<file path="config.mk">
export PLATFORM = sky130hd
export DESIGN_NAME = iolm_line_mux
export DESIGN_NICKNAME = d
export VERILOG_FILES = /design/src/common/iolm_pkg.sv /design/src/design/iolm_pin_slice.sv /design/src/design/iolm_line_mux.sv
export SDC_FILE = /design/constraint.sdc
export NUM_CORES = 1
export LEC_CHECK = 0
export BUFFER_PORTS_ARGS = -buffer_cell sky130_fd_sc_hd__buf_2
export CAP_MARGIN = 15
export CORE_AREA = 8 8 200 202
export DETAILED_ROUTE_END_ITERATION = 10
export DIE_AREA = 0 0 208 210
export SYNTH_ARGS = -nofsm -noshare
export SYNTH_HDL_FRONTEND = slang
export SYNTH_SLANG_ARGS = --single-unit
</file>
<file path="constraint.sdc">
create_clock -name clk -period 1.9 [get_ports clk]
set_input_delay 0 -clock clk [delete_from_list [all_inputs] [get_ports clk]]
set_output_delay 0 -clock clk [all_outputs]
set_load 0.02 [all_outputs]
</file>
<file path="src/common/iolm_pkg.sv">
// Package for the I/O line function multiplexer: register offsets, widths, reset values.
// Assumes a 32-pin port reached over a plain strobe register port with byte offsets one word apart.
package iolm_pkg;
	localparam int PIN_COUNT = 32;
	localparam int ADDR_WIDTH = 8;
	localparam int DATA_WIDTH = 32;
	localparam int FUNC_COUNT = 4;

	// Register byte offsets
	localparam logic [ADDR_WIDTH-1:0] TAKEOVER_SET_OFS = 8'h00;
	localparam logic [ADDR_WIDTH-1:0] RELEASE_CLEAR_OFS = 8'h04;
	localparam logic [ADDR_WIDTH-1:0] OWNERSHIP_STATUS_OFS = 8'h08;
	localparam logic [ADDR_WIDTH-1:0] FUNC_SELECT_LOW_OFS = 8'h0C;
	localparam logic [ADDR_WIDTH-1:0] FUNC_SELECT_HIGH_OFS = 8'h10;

	// Reset values
	localparam logic [PIN_COUNT-1:0] OWNERSHIP_RESET = 32'hFFFFFFFF;
	localparam logic [PIN_COUNT-1:0] FUNC_SELECT_RESET = 32'h00000000;
	localparam logic [DATA_WIDTH-1:0] READ_ZERO = 32'h00000000;

	// Function codes, high select bit then low select bit
	typedef enum logic [1:0] {
		FUNC_A = 2'b00,
		FUNC_B = 2'b01,
		FUNC_C = 2'b10,
		FUNC_D = 2'b11
	} iolm_func_e;
endpackage : iolm_pkg

</file>
<file path="src/design/iolm_pin_slice.sv">
// One pin's output multiplexer: controller drive or the selected peripheral.
// Assumes all inputs are on clk; peripheral inputs are fed from the pin through a two-stage synchroniser elsewhere.
`timescale 1ns/1ps
module iolm_pin_slice
	import iolm_pkg::*;
(
	input wire logic clk,
	input wire logic arst_n,
	input wire logic ownedByCtrl,
	input wire logic selLow,
	input wire logic selHigh,
	input wire logic [FUNC_COUNT-1:0] funcPresent,
	input wire logic [FUNC_COUNT-1:0] funcOut,
	input wire logic [FUNC_COUNT-1:0] funcOeN,
	input wire logic ctrlOut,
	input wire logic ctrlOeN,
	output logic padOut,
	output logic padOeN
);
	logic [1:0] funcIdx;
	logic outNxt;
	logic oeNNxt;

	// Pick the drive source; an absent function leaves the pad undriven
	always_comb begin
		funcIdx = {selHigh, selLow};
		outNxt = ctrlOut;
		oeNNxt = ctrlOeN;
		if (!ownedByCtrl) begin
			if (funcPresent[funcIdx]) begin
				outNxt = funcOut[funcIdx];
				oeNNxt = funcOeN[funcIdx];
			end else begin
				outNxt = 1'b0;
				oeNNxt = 1'b1;
			end
		end
	end

	// Registered pad drive, released at reset so nothing fights the pad
	always_ff @(posedge clk or negedge arst_n) begin
		if (!arst_n) begin
			padOut <= 1'b0;
			padOeN <= 1'b1;
		end else begin
			padOut <= outNxt;
			padOeN <= oeNNxt;
		end
	end
endmodule : iolm_pin_slice

</file>
<file path="src/design/iolm_line_mux.sv">
// Top of the I/O line function multiplexer: ownership and function-select registers,
// register port, and one output slice per pin.
// Assumes peripherals and the register master run on clk; pad inputs are asynchronous.
//
// Overview of operation
// - Set/clear writes derive each pin's ownership.
// - Status zero means peripheral, one controller.
// - Pins without peripherals ignore writes, read one.
// - Ownership reset value is a product parameter.
// - Four functions per pin, two select bits.
// - Select low/high bits encode A, B, C, D.
// - Peripheral inputs always see the pin.
// - Select writes take effect in any ownership.
// - Select registers reset to zero, function A.
// - Absent function selected: stored, nothing driven.
// - Peripheral-owned pin outputs selected function value.
// - Selected function's enable decides pin drive.
//
// Chosen here: the placing of the registers and the plain strobed port.
`timescale 1ns/1ps
module iolm_line_mux
	import iolm_pkg::*;
#(
	parameter logic [PIN_COUNT-1:0] OWN_RESET = OWNERSHIP_RESET,
	parameter logic [PIN_COUNT-1:0] MUXED_PINS = 32'hFFFFFFFF,
	parameter logic [PIN_COUNT*FUNC_COUNT-1:0] FUNC_MAP = {PIN_COUNT{4'hF}}
)
(
	input wire logic clk,
	input wire logic arst_n,
	input wire logic [ADDR_WIDTH-1:0] regAddr,
	input wire logic [DATA_WIDTH-1:0] regWrData,
	input wire logic regWrStb,
	input wire logic regRdStb,
	output logic [DATA_WIDTH-1:0] regRdData,
	input wire logic [PIN_COUNT-1:0] ctrlOut,
	input wire logic [PIN_COUNT-1:0] ctrlOeN,
	input wire logic [PIN_COUNT*FUNC_COUNT-1:0] periphOut,
	input wire logic [PIN_COUNT*FUNC_COUNT-1:0] periphOeN,
	output logic [PIN_COUNT-1:0] periphIn,
	input wire logic [PIN_COUNT-1:0] padIn,
	output logic [PIN_COUNT-1:0] padOut,
	output logic [PIN_COUNT-1:0] padOeN
);
	logic [PIN_COUNT-1:0] ownership_r;
	logic [PIN_COUNT-1:0] ownership_nxt;
	logic [PIN_COUNT-1:0] selLow_r;
	logic [PIN_COUNT-1:0] selHigh_r;
	logic [PIN_COUNT-1:0] padSync1_r;
	logic [PIN_COUNT-1:0] padSync2_r;
	logic [DATA_WIDTH-1:0] rdData_nxt;
	logic wrSet;
	logic wrClr;
	logic wrLow;
	logic wrHigh;
	logic [1:0] sinceRst_r;

	// Write decode
	always_comb begin
		wrSet = 1'b0;
		wrClr = 1'b0;
		wrLow = 1'b0;
		wrHigh = 1'b0;
		if (regWrStb && regAddr == TAKEOVER_SET_OFS) begin
			wrSet = 1'b1;
		end else if (regWrStb && regAddr == RELEASE_CLEAR_OFS) begin
			wrClr = 1'b1;
		end else if (regWrStb && regAddr == FUNC_SELECT_LOW_OFS) begin
			wrLow = 1'b1;
		end else if (regWrStb && regAddr == FUNC_SELECT_HIGH_OFS) begin
			wrHigh = 1'b1;
		end
	end

	// Ownership next value; unmuxed pins are pinned to controller-owned
	always_comb begin
		ownership_nxt = ownership_r;
		if (wrSet) begin
			ownership_nxt = ownership_r | regWrData;
		end else if (wrClr) begin
			ownership_nxt = ownership_r & ~regWrData;
		end
		ownership_nxt = ownership_nxt | ~MUXED_PINS;
	end

	// Ownership status; reset value per product, unmuxed pins forced high
	always_ff @(posedge clk or negedge arst_n) begin
		if (!arst_n) begin
			ownership_r <= OWN_RESET | ~MUXED_PINS;
		end else begin
			ownership_r <= ownership_nxt;
		end
	end

	// Function selects are stored unchecked whatever the ownership
	always_ff @(posedge clk or negedge arst_n) begin
		if (!arst_n) begin
			selLow_r <= FUNC_SELECT_RESET;
			selHigh_r <= FUNC_SELECT_RESET;
		end else begin
			if (wrLow) begin
				selLow_r <= regWrData;
			end
			if (wrHigh) begin
				selHigh_r <= regWrData;
			end
		end
	end

	// Read decode; set/clear registers read as zero
	always_comb begin
		rdData_nxt = READ_ZERO;
		if (regAddr == OWNERSHIP_STATUS_OFS) begin
			rdData_nxt = ownership_r;
		end else if (regAddr == FUNC_SELECT_LOW_OFS) begin
			rdData_nxt = selLow_r;
		end else if (regAddr == FUNC_SELECT_HIGH_OFS) begin
			rdData_nxt = selHigh_r;
		end else begin
			rdData_nxt = READ_ZERO;
		end
	end

	// Read data stand only in the cycle after the strobe
	always_ff @(posedge clk or negedge arst_n) begin
		if (!arst_n) begin
			regRdData <= READ_ZERO;
		end else if (regRdStb) begin
			regRdData <= rdData_nxt;
		end else begin
			regRdData <= READ_ZERO;
		end
	end

	// Pad input synchroniser; peripherals see the pin whatever is selected
	always_ff @(posedge clk or negedge arst_n) begin
		if (!arst_n) begin
			padSync1_r <= FUNC_SELECT_RESET;
			padSync2_r <= FUNC_SELECT_RESET;
		end else begin
			padSync1_r <= padIn;
			padSync2_r <= padSync1_r;
		end
	end

	assign periphIn = padSync2_r;

	// One output slice per pin; absent functions come from the product map
	for (genvar p = 0; p < PIN_COUNT; p++) begin : gPin
		iolm_pin_slice uSlice (
			.clk(clk),
			.arst_n(arst_n),
			.ownedByCtrl(ownership_r[p]),
			.selLow(selLow_r[p]),
			.selHigh(selHigh_r[p]),
			.funcPresent(FUNC_MAP[p*FUNC_COUNT +: FUNC_COUNT]),
			.funcOut(periphOut[p*FUNC_COUNT +: FUNC_COUNT]),
			.funcOeN(periphOeN[p*FUNC_COUNT +: FUNC_COUNT]),
			.ctrlOut(ctrlOut[p]),
			.ctrlOeN(ctrlOeN[p]),
			.padOut(padOut[p]),
			.padOeN(padOeN[p])
		);
	end

	// Status follows set and clear writes one cycle later
	ownSetWrite_a: assert property (@(posedge clk) disable iff (!arst_n)
		wrSet |=> ((ownership_r & $past(regWrData)) == $past(regWrData)))
		else $error("takeover set did not give pin to controller");

	ownClrWrite_a: assert property (@(posedge clk) disable iff (!arst_n)
		wrClr |=> ((ownership_r & $past(regWrData) & MUXED_PINS) == READ_ZERO))
		else $error("release clear did not hand pin to peripheral");

	// Unmuxed pins never leave controller ownership
	unmuxedOwn_a: assert property (@(posedge clk) disable iff (!arst_n)
		((ownership_r | MUXED_PINS) == {PIN_COUNT{1'b1}}))
		else $error("unmuxed pin left controller ownership");

	// Writes to other offsets leave ownership alone
	ownStable_a: assert property (@(posedge clk) disable iff (!arst_n)
		!(wrSet || wrClr) |=> $stable(ownership_r))
		else $error("ownership changed without a set or clear write");

	// Select low reads back the value written; select high takes the written value
	selReadback_a: assert property (@(posedge clk) disable iff (!arst_n)
		(wrLow ##1 (regRdStb && regAddr == FUNC_SELECT_LOW_OFS && !regWrStb))
		|=> (regRdData == $past(regWrData, 2)))
		else $error("select low read back differs from write");

	selUpdate_a: assert property (@(posedge clk) disable iff (!arst_n)
		wrHigh |=> (selHigh_r == $past(regWrData)))
		else $error("select high did not take the written value");

	// Status read returns ownership in the next cycle only
	statusRead_a: assert property (@(posedge clk) disable iff (!arst_n)
		(regRdStb && regAddr == OWNERSHIP_STATUS_OFS && !wrSet && !wrClr)
		|=> (regRdData == $past(ownership_r)) ##1 ($past(regRdStb) || regRdData == READ_ZERO))
		else $error("status read data wrong or held too long");

	// Controller-owned pin follows the controller drive
	ctrlDrive_a: assert property (@(posedge clk) disable iff (!arst_n)
		ownership_r[0] |=> (padOut[0] == $past(ctrlOut[0]) && padOeN[0] == $past(ctrlOeN[0])))
		else $error("controller-owned pin not following controller");

	// Peripheral-owned pin with function present takes that function's enable
	periphDrive_a: assert property (@(posedge clk) disable iff (!arst_n)
		(!ownership_r[0] && FUNC_MAP[{selHigh_r[0], selLow_r[0]}])
		|=> (padOeN[0] == $past(periphOeN[{selHigh_r[0], selLow_r[0]}])))
		else $error("selected peripheral enable not on pin");

	// Edges since reset, so checks on the first cycles know where they stand
	always_ff @(posedge clk or negedge arst_n) begin
		if (!arst_n) begin
			sinceRst_r <= 2'h0;
		end else if (!(&sinceRst_r)) begin
			sinceRst_r <= sinceRst_r + 2'h1;
		end
	end

	// First cycle after reset: product ownership, cleared selects
	rstOwn_a: assert property (@(posedge clk) disable iff (!arst_n)
		(sinceRst_r == 2'h0) |-> (ownership_r == (OWN_RESET | ~MUXED_PINS)))
		else $error("ownership status left reset with the wrong value");

	rstSelect_a: assert property (@(posedge clk) disable iff (!arst_n)
		(sinceRst_r == 2'h0)
		|-> (selLow_r == FUNC_SELECT_RESET && selHigh_r == FUNC_SELECT_RESET))
		else $error("function selects did not reset to function A");

	// Pads leave reset undriven, so function A cannot fight the pin
	rstPad_a: assert property (@(posedge clk) disable iff (!arst_n)
		(sinceRst_r == 2'h0)
		|-> (padOeN == {PIN_COUNT{1'b1}} && regRdData == READ_ZERO))
		else $error("pad driven or read data set straight after reset");

	// Synchroniser starts from zero, so no false pin level reaches peripherals
	rstSync_a: assert property (@(posedge clk) disable iff (!arst_n)
		(sinceRst_r == 2'h0) |-> (periphIn == {PIN_COUNT{1'b0}}))
		else $error("peripheral input not cleared by reset");

	// Read data are zero in any cycle that does not follow a read
	rdIdle_a: assert property (@(posedge clk) disable iff (!arst_n)
		!regRdStb |=> (regRdData == READ_ZERO))
		else $error("read data present without a read strobe");

	// Set and clear words are write-only and read as zero
	wrOnlyRead_a: assert property (@(posedge clk) disable iff (!arst_n)
		(regRdStb && (regAddr == TAKEOVER_SET_OFS || regAddr == RELEASE_CLEAR_OFS))
		|=> (regRdData == READ_ZERO))
		else $error("set or clear word read back nonzero");

	// Anything but status and the selects reads as zero
	rdUnmapped_a: assert property (@(posedge clk) disable iff (!arst_n)
		(regRdStb && regAddr != OWNERSHIP_STATUS_OFS && regAddr != FUNC_SELECT_LOW_OFS
		&& regAddr != FUNC_SELECT_HIGH_OFS) |=> (regRdData == READ_ZERO))
		else $error("unmapped or write-only offset read nonzero");

	// Both selects read back what they hold
	selLowRead_a: assert property (@(posedge clk) disable iff (!arst_n)
		(regRdStb && regAddr == FUNC_SELECT_LOW_OFS) |=> (regRdData == $past(selLow_r)))
		else $error("select low read data differ from the register");

	selHighRead_a: assert property (@(posedge clk) disable iff (!arst_n)
		(regRdStb && regAddr == FUNC_SELECT_HIGH_OFS) |=> (regRdData == $past(selHigh_r)))
		else $error("select high read data differ from the register");

	// Selects change on their own write only, and take the written word
	selLowHold_a: assert property (@(posedge clk) disable iff (!arst_n)
		!wrLow |=> $stable(selLow_r))
		else $error("select low changed without its write");

	selHighHold_a: assert property (@(posedge clk) disable iff (!arst_n)
		!wrHigh |=> $stable(selHigh_r))
		else $error("select high changed without its write");

	selLowUpdate_a: assert property (@(posedge clk) disable iff (!arst_n)
		wrLow |=> (selLow_r == $past(regWrData)))
		else $error("select low did not take the written value");

	// A status read right after a set or clear already shows its effect
	setThenRead_a: assert property (@(posedge clk) disable iff (!arst_n)
		(wrSet ##1 (regRdStb && regAddr == OWNERSHIP_STATUS_OFS))
		|=> ((regRdData & $past(regWrData, 2)) == $past(regWrData, 2)))
		else $error("status read after takeover set shows a peripheral");

	clrThenRead_a: assert property (@(posedge clk) disable iff (!arst_n)
		(wrClr ##1 (regRdStb && regAddr == OWNERSHIP_STATUS_OFS))
		|=> ((regRdData & $past(regWrData, 2) & MUXED_PINS) == READ_ZERO))
		else $error("status read after release clear shows the controller");

	// Every pin's drive against its ownership and selected function
	for (genvar p = 0; p < PIN_COUNT; p++) begin : gPinChk
		logic [1:0] selCode;
		logic funcHere;

		// Selected code, and whether this product fits that function to the pin
		assign selCode = {selHigh_r[p], selLow_r[p]};
		assign funcHere = FUNC_MAP[p*FUNC_COUNT + selCode];

		pinCtrl_a: assert property (@(posedge clk) disable iff (!arst_n)
			ownership_r[p]
			|=> (padOut[p] == $past(ctrlOut[p]) && padOeN[p] == $past(ctrlOeN[p])))
			else $error("controller-owned pin not driven by the controller");

		// Peripheral-owned pin takes value and enable from the selected function
		pinFuncOut_a: assert property (@(posedge clk) disable iff (!arst_n)
			(!ownership_r[p] && funcHere)
			|=> (padOut[p] == $past(periphOut[p*FUNC_COUNT + selCode])))
			else $error("pin value not from the selected function");

		pinFuncOe_a: assert property (@(posedge clk) disable iff (!arst_n)
			(!ownership_r[p] && funcHere)
			|=> (padOeN[p] == $past(periphOeN[p*FUNC_COUNT + selCode])))
			else $error("pin enable not from the selected function");

		// Selected function absent on this pin: stored, but nothing drives
		pinAbsent_a: assert property (@(posedge clk) disable iff (!arst_n)
			(!ownership_r[p] && !funcHere) |=> (padOut[p] == 1'b0 && padOeN[p] == 1'b1))
			else $error("absent function selected yet pin driven");

		// Peripherals see the pin two edges late, whatever is selected
		pinInput_a: assert property (@(posedge clk) disable iff (!arst_n)
			(&sinceRst_r) |-> (periphIn[p] == $past(padIn[p], 2)))
			else $error("peripheral input does not follow the pin");

		// Set and clear act on bits written as one; zero bits leave the pin alone
		pinSet_a: assert property (@(posedge clk) disable iff (!arst_n)
			(wrSet && regWrData[p]) |=> ownership_r[p])
			else $error("takeover set left pin with a peripheral");

		pinClr_a: assert property (@(posedge clk) disable iff (!arst_n)
			(wrClr && regWrData[p] && MUXED_PINS[p]) |=> !ownership_r[p])
			else $error("release clear left pin with the controller");

		pinKeep_a: assert property (@(posedge clk) disable iff (!arst_n)
			((wrSet || wrClr) && !regWrData[p]) |=> $stable(ownership_r[p]))
			else $error("zero bit in set or clear moved the pin");

		// A pin with no peripheral stays with the controller, whatever is written
		pinPlain_a: assert property (@(posedge clk) disable iff (!arst_n)
			!MUXED_PINS[p] |-> ownership_r[p])
			else $error("plain pin reported as peripheral-owned");
	end
endmodule : iolm_line_mux

</file>
Yosys cells after proc, flatten, opt, wreduce, memory -nomap -nowiden
Cells that the tools add are included.

storage, ports and cells
  flip-flop bits (word level) = 256
  bits of input ports = 396
  output and inout bits = 128

cells by class
  $lt $le $gt $ge = 32
  equal/unequal tests = 4
  multiplexer cells = 336
  bitwise logic cells = 3
  reduce and logical (&&, ||, !) cells = 6

operator list
  operator                                                               count
  1-bit two-way mux                                                      234
  1-bit binary-select mux with 2-bit select                              96
  32-bit two-way mux                                                     6
  2-bit by 3-bit < comparator with 1-bit output, second input constant   32
  32-bit AND                                                             1
  32-bit inverter                                                        1
  32-bit bitwise OR                                                      1
  8-bit by 4-bit equality test with 1-bit output, second input constant  2
  8-bit by 3-bit equality test with 1-bit output, second input constant  1
  8-bit by 5-bit equality test with 1-bit output, second input constant  1
  8-bit logical NOT                                                      1
  1-bit logical AND                                                      4
  2-bit nonzero test                                                     1

Longest topological paths before layout
  depth in word-level cells = 6
  gate-level depth with buffers = 5
  mapped depth without buffers = 3

Modules after synthesis
From an unflattened synthesis, not the netlist that was laid out.

unflattened totals
  cells, all modules = 1105
  area, all modules = 13073.8 µm²

modules (own cells, without submodules)
  module          instances  cells each  area an instance (µm²)  seq. area each (µm²)
  iolm_line_mux   1          561         7468.4                  4844.6
  iolm_pin_slice  32         17          175.2                   51.3

Least setup slack after synthesis
No wires, ideal clock.

  kind = reg-to-reg
  start = register selLow_r[0]
  end = register gPin[0].uSlice.padOut
  library setup time = 0.125 ns
  arrival = 1.135 ns
  data required time = 1.775 ns
  slack = 0.640 ns
  cell stages (with the launch flop) = 3
  clock period less this slack = 1.260 ns
  cells stage by stage = dfrtp_1 > mux4_2 > mux2_2

on the way
  word-level cells in the longest chain between the ends = 4
  elaborated cells between the ends (all ways) = 6
  classes of those cells = 6 x mux

ends and longest elaborated chain
  what                                                          RTL line                                    source
  from (decl)                                                   iolm_line_mux.sv:47                         logic [PIN_COUNT-1:0] selLow_r;
  from (signal assigned)                                        iolm_line_mux.sv:102                        selLow_r <= regWrData;
  1-bit binary-select mux with 2-bit select (on tied branches)  iolm_pin_slice.sv:31, iolm_pin_slice.sv:30
  1-bit two-way mux (on tied branches)                          iolm_pin_slice.sv:31, iolm_pin_slice.sv:30
  1-bit two-way mux *                                           iolm_pin_slice.sv:30                        if (funcPresent[funcIdx]) begin
  1-bit two-way mux *                                           iolm_pin_slice.sv:29                        if (!ownedByCtrl) begin
  net gPin[0].uSlice.outNxt                                     iolm_pin_slice.sv:21                        logic outNxt;
  to (signal assigned)                                          iolm_pin_slice.sv:46                        padOut <= outNxt;
  to (decl)                                                     iolm_pin_slice.sv:17                        output logic padOut,

The timed path passes the listed nets; every way through them passes the cells marked *. The select of a mux whose other input is x is not followed.
A chain may end at the register's enable or synchronous reset.

Final worst setup path
  start = register selLow_r[15]
  end = register gPin[15].uSlice.padOeN

on the way
  word-level cells in the longest chain between the ends = 4
  elaborated cells between the ends (all ways) = 6
  classes of those cells = 6 x mux

ends and longest elaborated chain
  what                                                          RTL line                                    source
  1-bit binary-select mux with 2-bit select (on tied branches)  iolm_pin_slice.sv:32, iolm_pin_slice.sv:30
  1-bit two-way mux (on tied branches)                          iolm_pin_slice.sv:32, iolm_pin_slice.sv:30
  1-bit two-way mux *                                           iolm_pin_slice.sv:30
  1-bit two-way mux *                                           iolm_pin_slice.sv:29
  net gPin[15].uSlice.oeNNxt                                    iolm_pin_slice.sv:22                        logic oeNNxt;
  to (signal assigned)                                          iolm_pin_slice.sv:47                        padOeN <= oeNNxt;
  to (decl)                                                     iolm_pin_slice.sv:18                        output logic padOeN

Marked as above.

==> impl_metrics.tcl <==
set metrics [dict create \
    hp-class "in -> async" \
    clk_latency_ns 0.55 \
    p_leak_nw 8.380 \
    cp_slowest_stage_delay_ns 0.55 \
    grt_first_pass_wirelength_um 67940 \
    met3_usage_pct 5.466 \
    postPlaceCellArea_um2 14410 \
    ys_ff_latch 256 \
    fillers 3113 \
    dieArea_um2 43680 \
    period_share_pct 99.37 \
    hold_slack_ns 0.03285 \
    htree_levels 1 \
    synthDistinctLibCells 22 \
    relSlewSlack_pct 45.12 \
    layout-drive-gt1-share_pct 53.74 \
    end_kind "register" \
    die_w_um 208 \
    dp_slack_ns 0.2609 \
    switching_power_mw 3.459 \
    antenna_found_initial 5 \
    clockRootBuffer "clkbuf_16" \
    core-area_um2 36960 \
    dp_hpwl_um 29630 \
    setup_slack_ns 0.01197 \
    busiest_layer "met2" \
    drt-initial-drc-count 597 \
    drt-vias-per-instance 4.964 \
    ant_nets 0 \
    multiInputGateArea_um2 4436 \
    period_needed_ns 1.888 \
    path_cells "mux4_2 -> mux2_2 -> dlygate4sd3_1" \
    post_drt_wl_per_cell_um 22.07 \
    cap_violations 0 \
    fmax_mhz 529.7 \
    cp.buffers_inverters 1 \
    ys_warn_count 0 \
    power.density_nw_per_um2 759.7 \
    synthCells 789 \
    cts_buffer_depth 3 \
    setup_violations 0 \
    drcViolationCount 0 \
    synth_area_per_cell_um2 14.61 \
    drt_wl_total_um 45380 \
    grt_max_degree 77 \
    syn_area_um2 11530 \
    vias 10206 \
    ir_worst_vdd_v 0.0005885 \
    worst_ep_arrival_time_ns 2.35 \
    required_ns 2.36 \
    slew_viol_final 0 \
    first_global_vias 11354 \
    dp.cells 1705 \
    reg2reg_from "selLow_r[15]" \
    ios 524 \
    path_delay_family "multiplexers" \
    status "complete, no violations" \
    stdcell_area_um2 18360 \
    seqCellArea_um2 6510 \
    p_clk_share_pct 39.7 \
    synth_top_area_cell "dfrtp_1" \
    pwr-share-seq_pct 43.5 \
    use_met2_pct 34.76 \
    p_int_mw 10.49 \
    tightest_slew_ns 0.8231 \
    crit_path_start "selLow_r[15]" \
    synth_top_cells_by_area "dfrtp_1 42%, dfstp_2 15%, mux4_2 13%" \
    p_total_mw 13.95 \
    dr.pass1.iters 5 \
    met1_usage_pct 22.31 \
    final_core_util_pct 49.68 \
    cp_slowest_cell "mux4_2" \
    grt_usage_pct 19.77 \
    criticalPathCategory "reg -> reg" \
    fin_skew_ns 0.01506 \
    start_util_pct 31.19 \
    swShare_pct 24.80 \
    synth_top_area_share_pct 41.68 \
    gp_congestion 0.8916 \
    io_buffers 523 \
    grt-ovfl-total 0 \
    die_y_um 210 \
    final_cells 2056 \
    final-hold-violation-count 0 \
    cp_max_fo 4 \
    cts_tree "yes" \
    syn_nets 1185 \
    area_growth_pct 59.25 \
    rows 71 \
    cts_sinks 256 \
    yosysSeqAreaShare_pct 56.27 \
    post_cts_buffers 0 \
    setup_tns_ns 0 \
    clkTransAtPathRegs_ns 0.06 \
    worstSetupStartpointType "register" \
    numCtsBuffers 28 \
    combPwrFrac_pct 16.8 \
    layout.nets 1952 \
]
-- layout by cell type, fill, tap and decap left out, types with 2 or more instances in the layout --
cell type      instances
mux4_2                64
nor4b_4                3
mux2_2                95
o31ai_1               32
nor4_4                 2
clkbuf_16             28
nand3_1               96
buf_12                 7
buf_2                522
a21oi_1               32
dfrtp_2               19
mux2_1                32
clkbuf_1               6
bufinv_16              2
clkinv_2               5
clkbuf_8               8
dlygate4sd3_1        294
nand2b_1              32
dfstp_2               64
diode_2                4
buf_4                 18
a22o_1                32
dfrtp_1              173
-- final timing paths --
check                      depth (start not counted)                     end  slack [ns]
max in group asynchronous                          3   gPin[7].uSlice.padOeN        1.06
hold / removal                                     2  gPin[25].uSlice.padOut        0.03
hold reg to reg                                    0            periphIn[31]        0.34
setup / recovery                                   3  gPin[15].uSlice.padOeN        0.01
min in group clk                                   5           regRdData[21]        0.06
setup reg to reg                                   3  gPin[15].uSlice.padOeN        0.01
-- per-layer routing --
layer  wire length, um  share of wire (%)
met1             16450                 36
met2             23470                 52
met3              3526                7.8
met4              1921                4.2
met5                13              0.029
-- repair_timing --
action / in CTS / in global routing
hold buffers: 283 / 16
setup endpoints to repair: 0 / 25
endpoints found under the hold margin: 391 / 4
resized for setup: 0 / 21
-- cell families after synthesis --
logic type / after synthesis / share of synthesized area, %
muxes: 192 / 25.01
and+or+nand+nor: 139 / 7.186
DFF: 256 / 56.27
buffers and inverters: 106 / 5.633
AOI/OAI and AO/OA: 96 / 5.905
-- Yosys cell counts --
library cell and instances:
or4_1 1, mux2_1 32, buf_4 64, nor4_2 1, o31ai_1 32, mux2_2 96, nor4b_4 2, or4b_1 1
nand3_1 97, nor4b_2 1, a22o_1 32, nand4_2 1, dfstp_2 64, mux4_2 64, a21oi_1 32, dfrtp_1 192
nor3_2 1, nor4_4 1, and3_1 1, clkbuf_1 33, nand2b_1 32, buf_2 9
-- power by group through the flow --
stage | registers, mW | logic, mW | clock network [mW]
CTS | 6.07 | 2.28 | 5.68
detailed placement | 6.16 | 1.76 | 0
global route | 6.10 | 2.50 | 5.91
floorplan | 6.13 | 0.990 | 0
finish | 6.07 | 2.34 | 5.54
global placement | 6.15 | 1.73 | 0
-- area by class of cell --
type                       instances  area share, %
clock inverter                    10         0.6407
timing repair buffer             843          31.91
multi-input combinational        427          24.16
antenna                            4        0.05453
tap                              474          3.231
sequential                       256          35.46
clock buffer                      42          4.539
(Power assumes the default switching activity.)
